$ cat src/hdl/srf_pkg.sv
// Constants, types and register map of the shift, rotate and flag unit.
// Assumes an APB master on the core clock; no other package is needed.

package srf_pkg;

  localparam int unsigned SRF_ADDR_W = 8;

  // Register byte offsets
  localparam logic [7:0] SRF_OFF_OPA = 8'h00;
  localparam logic [7:0] SRF_OFF_OPB = 8'h04;
  localparam logic [7:0] SRF_OFF_CTRL = 8'h08;
  localparam logic [7:0] SRF_OFF_RESULT = 8'h0C;
  localparam logic [7:0] SRF_OFF_FLAGS = 8'h10;
  localparam logic [7:0] SRF_OFF_LINK = 8'h14;
  localparam logic [7:0] SRF_OFF_STATUS = 8'h18;

  // Control register fields
  localparam int unsigned SRF_CTRL_OP_LSB = 0;
  localparam int unsigned SRF_CTRL_SETF_BIT = 4;

  // Flag positions in the condition flag register
  localparam int unsigned SRF_FLAG_N_BIT = 31;
  localparam int unsigned SRF_FLAG_Z_BIT = 30;
  localparam int unsigned SRF_FLAG_C_BIT = 29;
  localparam int unsigned SRF_FLAG_V_BIT = 28;

  // Status register fields
  localparam int unsigned SRF_STAT_OP_LSB = 0;
  localparam int unsigned SRF_STAT_CWE_BIT = 4;
  localparam int unsigned SRF_STAT_CNT_LSB = 16;

  // Return address marker bit
  localparam int unsigned SRF_LINK_MARK_BIT = 0;

  // Reset values
  localparam logic [31:0] SRF_RST_WORD = 32'h0000_0000;
  localparam logic [15:0] SRF_RST_COUNT = 16'h0000;

  // Shift length landmarks
  localparam logic [7:0] SRF_LEN_ZERO = 8'h00;
  localparam logic [7:0] SRF_LEN_WORD = 8'h20;
  localparam logic [5:0] SRF_WORD_BITS = 6'h20;

  typedef enum logic [3:0] {
    SRF_OP_ARITH_RIGHT = 4'h0,
    SRF_OP_LOGIC_RIGHT = 4'h1,
    SRF_OP_LOGIC_LEFT = 4'h2,
    SRF_OP_ROTATE_RIGHT = 4'h3,
    SRF_OP_AND = 4'h4,
    SRF_OP_OR = 4'h5,
    SRF_OP_XOR = 4'h6,
    SRF_OP_BITCLEAR = 4'h7,
    SRF_OP_NOT = 4'h8,
    SRF_OP_AND_TEST = 4'h9,
    SRF_OP_MOVE = 4'hA
  } srf_op_t;

  typedef enum logic [1:0] {
    SRF_ST_IDLE = 2'b00,
    SRF_ST_RESP = 2'b01
  } srf_state_t;

  typedef struct packed {
    logic n;
    logic z;
    logic c;
    logic v;
  } srf_flags_t;

  typedef struct packed {
    logic [31:0] data;
    logic carry;
    logic carry_we;
  } srf_shift_out_t;

  typedef struct packed {
    logic [7:0] addr;
    logic write;
    logic [31:0] wdata;
  } srf_apb_req_t;

endpackage : srf_pkg

$ cat src/hdl/srf_shifter.sv
// Combinational barrel shifter with carry-out for four shift kinds.
// Assumes the caller registers the result and applies the carry.
`timescale 1ns/1ns
`default_nettype none

module srf_shifter (
  input wire logic [31:0] operand,
  input wire logic [7:0] length,
  input wire srf_pkg::srf_op_t op,
  output var srf_pkg::srf_shift_out_t shift_out
);

  logic [4:0] k;
  logic big;
  logic [63:0] wide;
  logic [4:0] below;
  logic [4:0] above;

  always_comb begin
    k = length[4:0];
    big = (length >= srf_pkg::SRF_LEN_WORD);
    wide = {operand, operand} >> k;
    below = 5'(k - 5'd1);
    above = 5'(srf_pkg::SRF_WORD_BITS - {1'b0, k});
    shift_out.data = operand;
    shift_out.carry = 1'b0;
    shift_out.carry_we = 1'b0;
    if (length != srf_pkg::SRF_LEN_ZERO) begin
      shift_out.carry_we = 1'b1;
      case (op)
        srf_pkg::SRF_OP_ARITH_RIGHT: begin
          if (big) begin
            shift_out.data = srf_pkg::SRF_RST_WORD;
            shift_out.carry = (length == srf_pkg::SRF_LEN_WORD) ?
                              operand[31] : 1'b0;
          end else begin
            shift_out.data = $signed(operand) >>> k;
            shift_out.carry = operand[below];
          end
        end
        srf_pkg::SRF_OP_LOGIC_RIGHT: begin
          if (big) begin
            shift_out.data = srf_pkg::SRF_RST_WORD;
            shift_out.carry = (length == srf_pkg::SRF_LEN_WORD) ?
                              operand[31] : 1'b0;
          end else begin
            shift_out.data = operand >> k;
            shift_out.carry = operand[below];
          end
        end
        srf_pkg::SRF_OP_LOGIC_LEFT: begin
          if (big) begin
            shift_out.data = srf_pkg::SRF_RST_WORD;
            shift_out.carry = (length == srf_pkg::SRF_LEN_WORD) ?
                              operand[0] : 1'b0;
          end else begin
            shift_out.data = operand << k;
            shift_out.carry = operand[above];
          end
        end
        srf_pkg::SRF_OP_ROTATE_RIGHT: begin
          if (k == 5'd0) begin
            shift_out.data = operand;
            shift_out.carry = operand[31];
          end else begin
            shift_out.data = wide[31:0];
            shift_out.carry = operand[below];
          end
        end
        default: begin
          shift_out.carry_we = 1'b0;
        end
      endcase
    end
  end

endmodule : srf_shifter

`default_nettype wire

$ cat src/hdl/srf_core.sv
// Shift, rotate and flag unit with an APB register port.
// Assumes an APB master on mclk; one wait state on every access.
`timescale 1ns/1ns
`default_nettype none

module srf_core (
  input wire logic mclk,
  input wire logic rst,
  input wire logic psel,
  input wire logic penable,
  input wire logic [7:0] paddr,
  input wire logic pwrite,
  input wire logic [31:0] pwdata,
  output logic [31:0] prdata,
  output logic pready,
  output logic pslverr,
  output logic [31:0] result_out,
  output var srf_pkg::srf_flags_t flags_out,
  output logic [31:0] link_out
);

  // Bus side state
  srf_pkg::srf_state_t state;
  srf_pkg::srf_state_t next_state;
  logic [31:0] next_prdata;
  logic next_pready;
  logic next_pslverr;
  srf_pkg::srf_apb_req_t req;

  // Datapath state
  logic [31:0] opa;
  logic [31:0] next_opa;
  logic [31:0] opb;
  logic [31:0] next_opb;
  logic [31:0] next_result_out;
  srf_pkg::srf_flags_t next_flags_out;
  logic [31:0] next_link_out;
  srf_pkg::srf_op_t last_op;
  srf_pkg::srf_op_t next_last_op;
  logic last_setf;
  logic next_last_setf;
  logic last_cwe;
  logic next_last_cwe;
  logic [15:0] exec_count;
  logic [15:0] next_exec_count;

  // Decoded access
  logic mapped;
  logic wr_fire;
  logic exec;
  srf_pkg::srf_op_t exec_op;
  logic exec_setf;
  srf_pkg::srf_shift_out_t shifted;
  logic [31:0] logic_res;
  logic is_shift;

  always_comb begin
    req.addr = paddr;
    req.write = pwrite;
    req.wdata = pwdata;
  end

  always_comb begin
    case (req.addr)
      srf_pkg::SRF_OFF_OPA,
      srf_pkg::SRF_OFF_OPB,
      srf_pkg::SRF_OFF_CTRL,
      srf_pkg::SRF_OFF_RESULT,
      srf_pkg::SRF_OFF_FLAGS,
      srf_pkg::SRF_OFF_LINK,
      srf_pkg::SRF_OFF_STATUS: mapped = 1'b1;
      default: mapped = 1'b0;
    endcase
  end

  // Write lands only on the edge that sees pready high
  always_comb begin
    wr_fire = (state == srf_pkg::SRF_ST_RESP) && psel && penable &&
              req.write && mapped;
    exec = wr_fire && (req.addr == srf_pkg::SRF_OFF_CTRL);
    exec_op = srf_pkg::srf_op_t'(req.wdata[srf_pkg::SRF_CTRL_OP_LSB +: 4]);
    exec_setf = req.wdata[srf_pkg::SRF_CTRL_SETF_BIT];
  end

  srf_shifter u_srf_shifter (
    .operand(opa),
    .length(opb[7:0]),
    .op(exec_op),
    .shift_out(shifted)
  );

  // Bus handshake and read data
  always_comb begin
    next_state = state;
    next_prdata = prdata;
    next_pready = 1'b0;
    next_pslverr = 1'b0;
    case (state)
      srf_pkg::SRF_ST_IDLE: begin
        if (psel && penable) begin
          next_state = srf_pkg::SRF_ST_RESP;
          next_pready = 1'b1;
          next_pslverr = ~mapped;
          next_prdata = srf_pkg::SRF_RST_WORD;
          if (!req.write) begin
            case (req.addr)
              srf_pkg::SRF_OFF_OPA: next_prdata = opa;
              srf_pkg::SRF_OFF_OPB: next_prdata = opb;
              srf_pkg::SRF_OFF_CTRL: begin
                next_prdata[srf_pkg::SRF_CTRL_OP_LSB +: 4] = last_op;
                next_prdata[srf_pkg::SRF_CTRL_SETF_BIT] = last_setf;
              end
              srf_pkg::SRF_OFF_RESULT: next_prdata = result_out;
              srf_pkg::SRF_OFF_FLAGS: begin
                next_prdata[srf_pkg::SRF_FLAG_N_BIT] = flags_out.n;
                next_prdata[srf_pkg::SRF_FLAG_Z_BIT] = flags_out.z;
                next_prdata[srf_pkg::SRF_FLAG_C_BIT] = flags_out.c;
                next_prdata[srf_pkg::SRF_FLAG_V_BIT] = flags_out.v;
              end
              srf_pkg::SRF_OFF_LINK: next_prdata = link_out;
              srf_pkg::SRF_OFF_STATUS: begin
                next_prdata[srf_pkg::SRF_STAT_OP_LSB +: 4] = last_op;
                next_prdata[srf_pkg::SRF_STAT_CWE_BIT] = last_cwe;
                next_prdata[srf_pkg::SRF_STAT_CNT_LSB +: 16] = exec_count;
              end
              default: next_prdata = srf_pkg::SRF_RST_WORD;
            endcase
          end
        end
      end
      srf_pkg::SRF_ST_RESP: begin
        next_state = srf_pkg::SRF_ST_IDLE;
      end
      default: begin
        next_state = srf_pkg::SRF_ST_IDLE;
      end
    endcase
  end

  always_ff @(posedge mclk or posedge rst) begin
    if (rst) begin
      state <= srf_pkg::SRF_ST_IDLE;
      prdata <= srf_pkg::SRF_RST_WORD;
      pready <= 1'b0;
      pslverr <= 1'b0;
    end else begin
      state <= next_state;
      prdata <= next_prdata;
      pready <= next_pready;
      pslverr <= next_pslverr;
    end
  end

  // Bitwise operations on the two operands
  always_comb begin
    is_shift = 1'b0;
    logic_res = opa;
    case (exec_op)
      srf_pkg::SRF_OP_ARITH_RIGHT,
      srf_pkg::SRF_OP_LOGIC_RIGHT,
      srf_pkg::SRF_OP_LOGIC_LEFT,
      srf_pkg::SRF_OP_ROTATE_RIGHT: is_shift = 1'b1;
      srf_pkg::SRF_OP_AND: logic_res = opa & opb;
      srf_pkg::SRF_OP_OR: logic_res = opa | opb;
      srf_pkg::SRF_OP_XOR: logic_res = opa ^ opb;
      srf_pkg::SRF_OP_BITCLEAR: logic_res = opa & ~opb;
      srf_pkg::SRF_OP_NOT: logic_res = ~opb;
      srf_pkg::SRF_OP_AND_TEST: logic_res = opa & opb;
      srf_pkg::SRF_OP_MOVE: logic_res = opb;
      default: logic_res = opa;
    endcase
  end

  // Datapath registers
  always_comb begin
    next_opa = opa;
    next_opb = opb;
    next_result_out = result_out;
    next_flags_out = flags_out;
    next_link_out = link_out;
    next_last_op = last_op;
    next_last_setf = last_setf;
    next_last_cwe = last_cwe;
    next_exec_count = exec_count;
    if (wr_fire) begin
      case (req.addr)
        srf_pkg::SRF_OFF_OPA: next_opa = req.wdata;
        srf_pkg::SRF_OFF_OPB: next_opb = req.wdata;
        srf_pkg::SRF_OFF_FLAGS: begin
          next_flags_out.n = req.wdata[srf_pkg::SRF_FLAG_N_BIT];
          next_flags_out.z = req.wdata[srf_pkg::SRF_FLAG_Z_BIT];
          next_flags_out.c = req.wdata[srf_pkg::SRF_FLAG_C_BIT];
          next_flags_out.v = req.wdata[srf_pkg::SRF_FLAG_V_BIT];
        end
        srf_pkg::SRF_OFF_LINK: begin
          next_link_out = req.wdata;
          next_link_out[srf_pkg::SRF_LINK_MARK_BIT] = 1'b1;
        end
        default: begin
          next_opa = opa;
        end
      endcase
    end
    if (exec) begin
      next_last_op = exec_op;
      next_last_setf = exec_setf;
      next_exec_count = 16'(exec_count + 16'h0001);
      next_last_cwe = 1'b0;
      if (is_shift) begin
        next_result_out = shifted.data;
        next_flags_out.n = shifted.data[31];
        next_flags_out.z = (shifted.data == srf_pkg::SRF_RST_WORD);
        if (shifted.carry_we) begin
          next_flags_out.c = shifted.carry;
          next_last_cwe = 1'b1;
        end
      end else begin
        if (exec_op != srf_pkg::SRF_OP_AND_TEST) begin
          next_result_out = logic_res;
        end
        if (exec_setf || exec_op == srf_pkg::SRF_OP_AND_TEST) begin
          next_flags_out.n = logic_res[31];
          next_flags_out.z = (logic_res == srf_pkg::SRF_RST_WORD);
        end
      end
    end
  end

  always_ff @(posedge mclk or posedge rst) begin
    if (rst) begin
      opa <= srf_pkg::SRF_RST_WORD;
      opb <= srf_pkg::SRF_RST_WORD;
      result_out <= srf_pkg::SRF_RST_WORD;
      flags_out <= '0;
      link_out <= srf_pkg::SRF_RST_WORD;
      last_op <= srf_pkg::SRF_OP_ARITH_RIGHT;
      last_setf <= 1'b0;
      last_cwe <= 1'b0;
      exec_count <= srf_pkg::SRF_RST_COUNT;
    end else begin
      opa <= next_opa;
      opb <= next_opb;
      result_out <= next_result_out;
      flags_out <= next_flags_out;
      link_out <= next_link_out;
      last_op <= next_last_op;
      last_setf <= next_last_setf;
      last_cwe <= next_last_cwe;
      exec_count <= next_exec_count;
    end
  end

endmodule : srf_core

`default_nettype wire

$ cat config.mk
export PLATFORM = sky130hd
export DESIGN_NAME = srf_core
export DESIGN_NICKNAME = d
export VERILOG_FILES = /design/src/hdl/srf_pkg.sv /design/src/hdl/srf_shifter.sv /design/src/hdl/srf_core.sv
export SDC_FILE = /design/constraint.sdc
export NUM_CORES = 1
export LEC_CHECK = 0
export BUFFER_PORTS_ARGS = -buffer_cell sky130_fd_sc_hd__buf_2
export CAP_MARGIN = 10
export CORE_MARGIN = 8
export CORE_UTILIZATION = 30
export CTS_BUF_LIST = sky130_fd_sc_hd__clkbuf_16
export CTS_CLUSTER_SIZE = 20
export DETAILED_ROUTE_END_ITERATION = 16
export GPL_TIMING_DRIVEN = 0
export PLACE_DENSITY = 0.56
export SLEW_MARGIN = 20
export SYNTH_ARGS = -nofsm -noshare
export SYNTH_HDL_FRONTEND = slang
export SYNTH_SLANG_ARGS = --single-unit
$ cat constraint.sdc
create_clock -name mclk -period 12.9 [get_ports mclk]
set_input_delay 0.645 -clock mclk [delete_from_list [all_inputs] [get_ports mclk]]
set_output_delay 0.645 -clock mclk [all_outputs]
set_load 0.02 [all_outputs]
==> results.ini <==
[outcome]
status = complete, no violations

[clocking]
cts_setup_buffers = 0
cts_tree = done
cts_inserted_buffers = 17
root_buffer = clkbuf_16
hold_buffers = 0
clockBufferDepth = 2
clock_latency_ps = 470
clkSinkCount = 189
h-tree-depth = 4
clk_pin_slew_ps = 90
post_cts_resize_count = 0

[min_path]
min_path_type = in -> async

[layout]
drive_gt1_share_pct = 19.5
final_util_pct = 34.6
layoutNonFillerInstCount = 2973
fin_nets = 2277
synthToLayoutAreaGrowth_pct = 14.1
fill_cells = 6017
fin_area_um2 = 19900
layout_common_cells = nand2_1 (264), o21ai_0 (197), dfrtp_1 (189), buf_2 (161), clkbuf_1 (158)
final_common_cell = nand2_1

[logic_synthesis]
synthArstFlopShare_pct = 100
synth_warnings = 0
synth_area_leader_cell = dfrtp_1
synthCells = 2025
avgSynthCellArea_um2 = 8.61
ys_seq_elements = 189
synth.distinct_cells = 86
yosysSeqAreaShare_pct = 27.1
syn_nets = 2107
synth_top_flop_cell = dfrtp_1
synth_area_leaders = dfrtp_1 (27%), mux4_2 (9.3%), mux2_2 (7.0%)
syn_area_um2 = 17400
synth_edf_count = 0
synth.top_cell.area_share_pct = 27.1

[detailed_routing]
wirelength_um = 125000
drc = 0
wl_per_cell_um = 42.1
ant_nets = 0
detail_route.iter0.violations = 2311
firstDrtPassIters = 7
vias = 19900
via_per_inst = 6.69

[timing]
slew_headroom_pct = 14.7
max_freq_ghz = 0.141
setup_ws_ps = 5830
setup_viol = 0
drv_slew = 0
period_needed_ps = 7070
setup_tns_ps = 0
hold-worst-slack_ps = 176
finalHoldViolations = 0
tightest_slew_ps = 1280
rsz0062_at_grt = false
fin_crit_sh_pct = 54.8
skew_ps = 10.8

[floorplanning]
die_area_um2 = 66100
num_rows = 88
start_util_pct = 30.3
dieHeight_um = 257
ioPinCount = 147
core_area_um2 = 57600
die_w_um = 257

[global_route]
antenna_found_initial = 2
overflow = 0
grt_usage_pct = 36.5
grt_start_max_net_pins = 72
first_global_vias = 19600
grt_pass1_wl_um = 170000

[power_and_ir_drop]
leakage_nw = 8.45
p_per_area_nw_per_um2 = 66.1
peakVddDrop_v = 0.0000979
finalPower_mw = 1.32

[critical_path]
critPathRequiredTime_ps = 13280
crit_path_cell_trace = buf_2 > inv_1 > buf_1 > ha_1 > nand2_1 > inv_1 > ha_1 > clkbuf_1 > inv_1 > a22oi_1 > buf_4 > nor2_1 > o21ai_0 > o2111ai_1 > a221oi_1 > buf_2 > nand4b_1 > nor4_1 > a31o_1
worstPathArrival_ps = 7450
slowest_delay_ps = 800
cp_max_fo = 11
start_kind = flip-flop
cp_slowest_cell = buf_1
end_kind = flip-flop
cpMostUsedCell = inv_1
worstSetupPathType = reg -> reg

[flow_run]
cap_violations = 0

[placement]
place_inst = 2941
hpwlAfterDp_um = 97600
dp_slack_ps = 6230
placed_area_um2 = 19300
gp_congestion = 1.13
port_buffers = 144

logic make-up (layout without fill, tap and decap cells):
logic type               count (synthesis)  count (layout)  share of synthesized area [%]
XOR/XNOR                                18              18                          0.904
other                                    0               1                              0
AND/OR/NAND/NOR                        589             589                           14.9
multiplexers                           279             279                           23.0
AO/OA/AOI/OAI                          629             629                           24.7
adder cells (fa/ha/maj)                 37              37                           2.65
flip-flops                             189             189                           27.1
buffers and inverters                  284             466                           6.69
worst paths after layout:
| path | to | slack [ps] | startpoint | cells after the start |
|---|---|---|---|---|
| worst max-delay path | flags_out[2]$_DFF_PP0_ | 5830 | opb[1]$_DFFE_PP0P_ | 19 |
| worst min-delay path | prdata[15]$_DFFE_PP0P_ | 180 | rst | 2 |
| worst min register to register | prdata[26]$_DFFE_PP0P_ | 480 | prdata[26]$_DFFE_PP0P_ | 1 |
| max in group asynchronous | prdata[14]$_DFFE_PP0P_ | 11630 | rst | 4 |
| worst max register to register | flags_out[2]$_DFF_PP0_ | 5830 | opb[1]$_DFFE_PP0P_ | 19 |
| min in group mclk | opa[15]$_DFFE_PP0P_ | 420 | pwdata[15] | 3 |
cell usage after synthesis (16+ instances only):
| cell type | number |
|---|---|
| nand2_1 | 264 |
| o21ai_0 | 197 |
| dfrtp_1 | 189 |
| clkbuf_1 | 163 |
| nor2_1 | 161 |
| mux2_2 | 108 |
| mux2i_1 | 84 |
| a21oi_1 | 75 |
| mux4_2 | 72 |
| inv_1 | 70 |
| a21o_1 | 46 |
| ha_1 | 37 |
| nor3_1 | 33 |
| a211oi_1 | 31 |
| a221o_1 | 30 |
| a221oi_1 | 30 |
| a22oi_1 | 29 |
| nand3_1 | 28 |
| a222oi_1 | 24 |
| buf_1 | 24 |
| nor4_1 | 16 |
| o211ai_1 | 16 |
power by group:
part | total (mW) | leakage, nW | internal, mW | switching [mW]
Combinational | 0.170 | 5.70 | 0.0455 | 0.125
Sequential | 0.595 | 2.46 | 0.593 | 0.00132
Clock | 0.551 | 0.288 | 0.261 | 0.290
state kept, by name, indices dropped and copies added (netlist names):
name / cells
opa: 32
pready: 1
exec_count: 16
pslverr: 1
link_out: 32
last_op: 4
opb: 32
last_cwe: 1
flags_out: 4
last_setf: 1
prdata: 32
result_out: 32
state: 1
metal layers:
metal	wire (µm)	part of all wire, %	vias up	global-route usage (%)
met5	0	0	-	0
met4	10800	8.6	0	25.9
met3	11000	8.8	394	8.66
met2	55800	45	1342	57.5
met1	47700	38	10200	43.6
li1	-	-	7989	-
worst max-delay path: cells and delay by family, from the launching register on:
family | cells | cell delay, ps
buffers and inverters | 8 | 2870
AOI/OAI and AO/OA | 5 | 2030
and+or+nand+nor | 4 | 1090
adders and majority gates | 2 | 590
DFF | 1 | 370
final cells by class:
class | instances | area [µm²] | area share, %
Tap cell | 765 | 957 | 4.81
Multi-Input combinational cell | 1552 | 11600 | 58.4
Sequential cell | 189 | 4730 | 23.8
Antenna cell | 1 | 2.50 | 0.0126
Buffer | 210 | 897 | 4.51
Clock buffer | 17 | 425 | 2.14
Clock inverter | 14 | 168 | 0.843
Timing Repair Buffer | 151 | 806 | 4.05
Inverter | 74 | 285 | 1.43
Note: power is estimated with default switching activity, not from simulation.
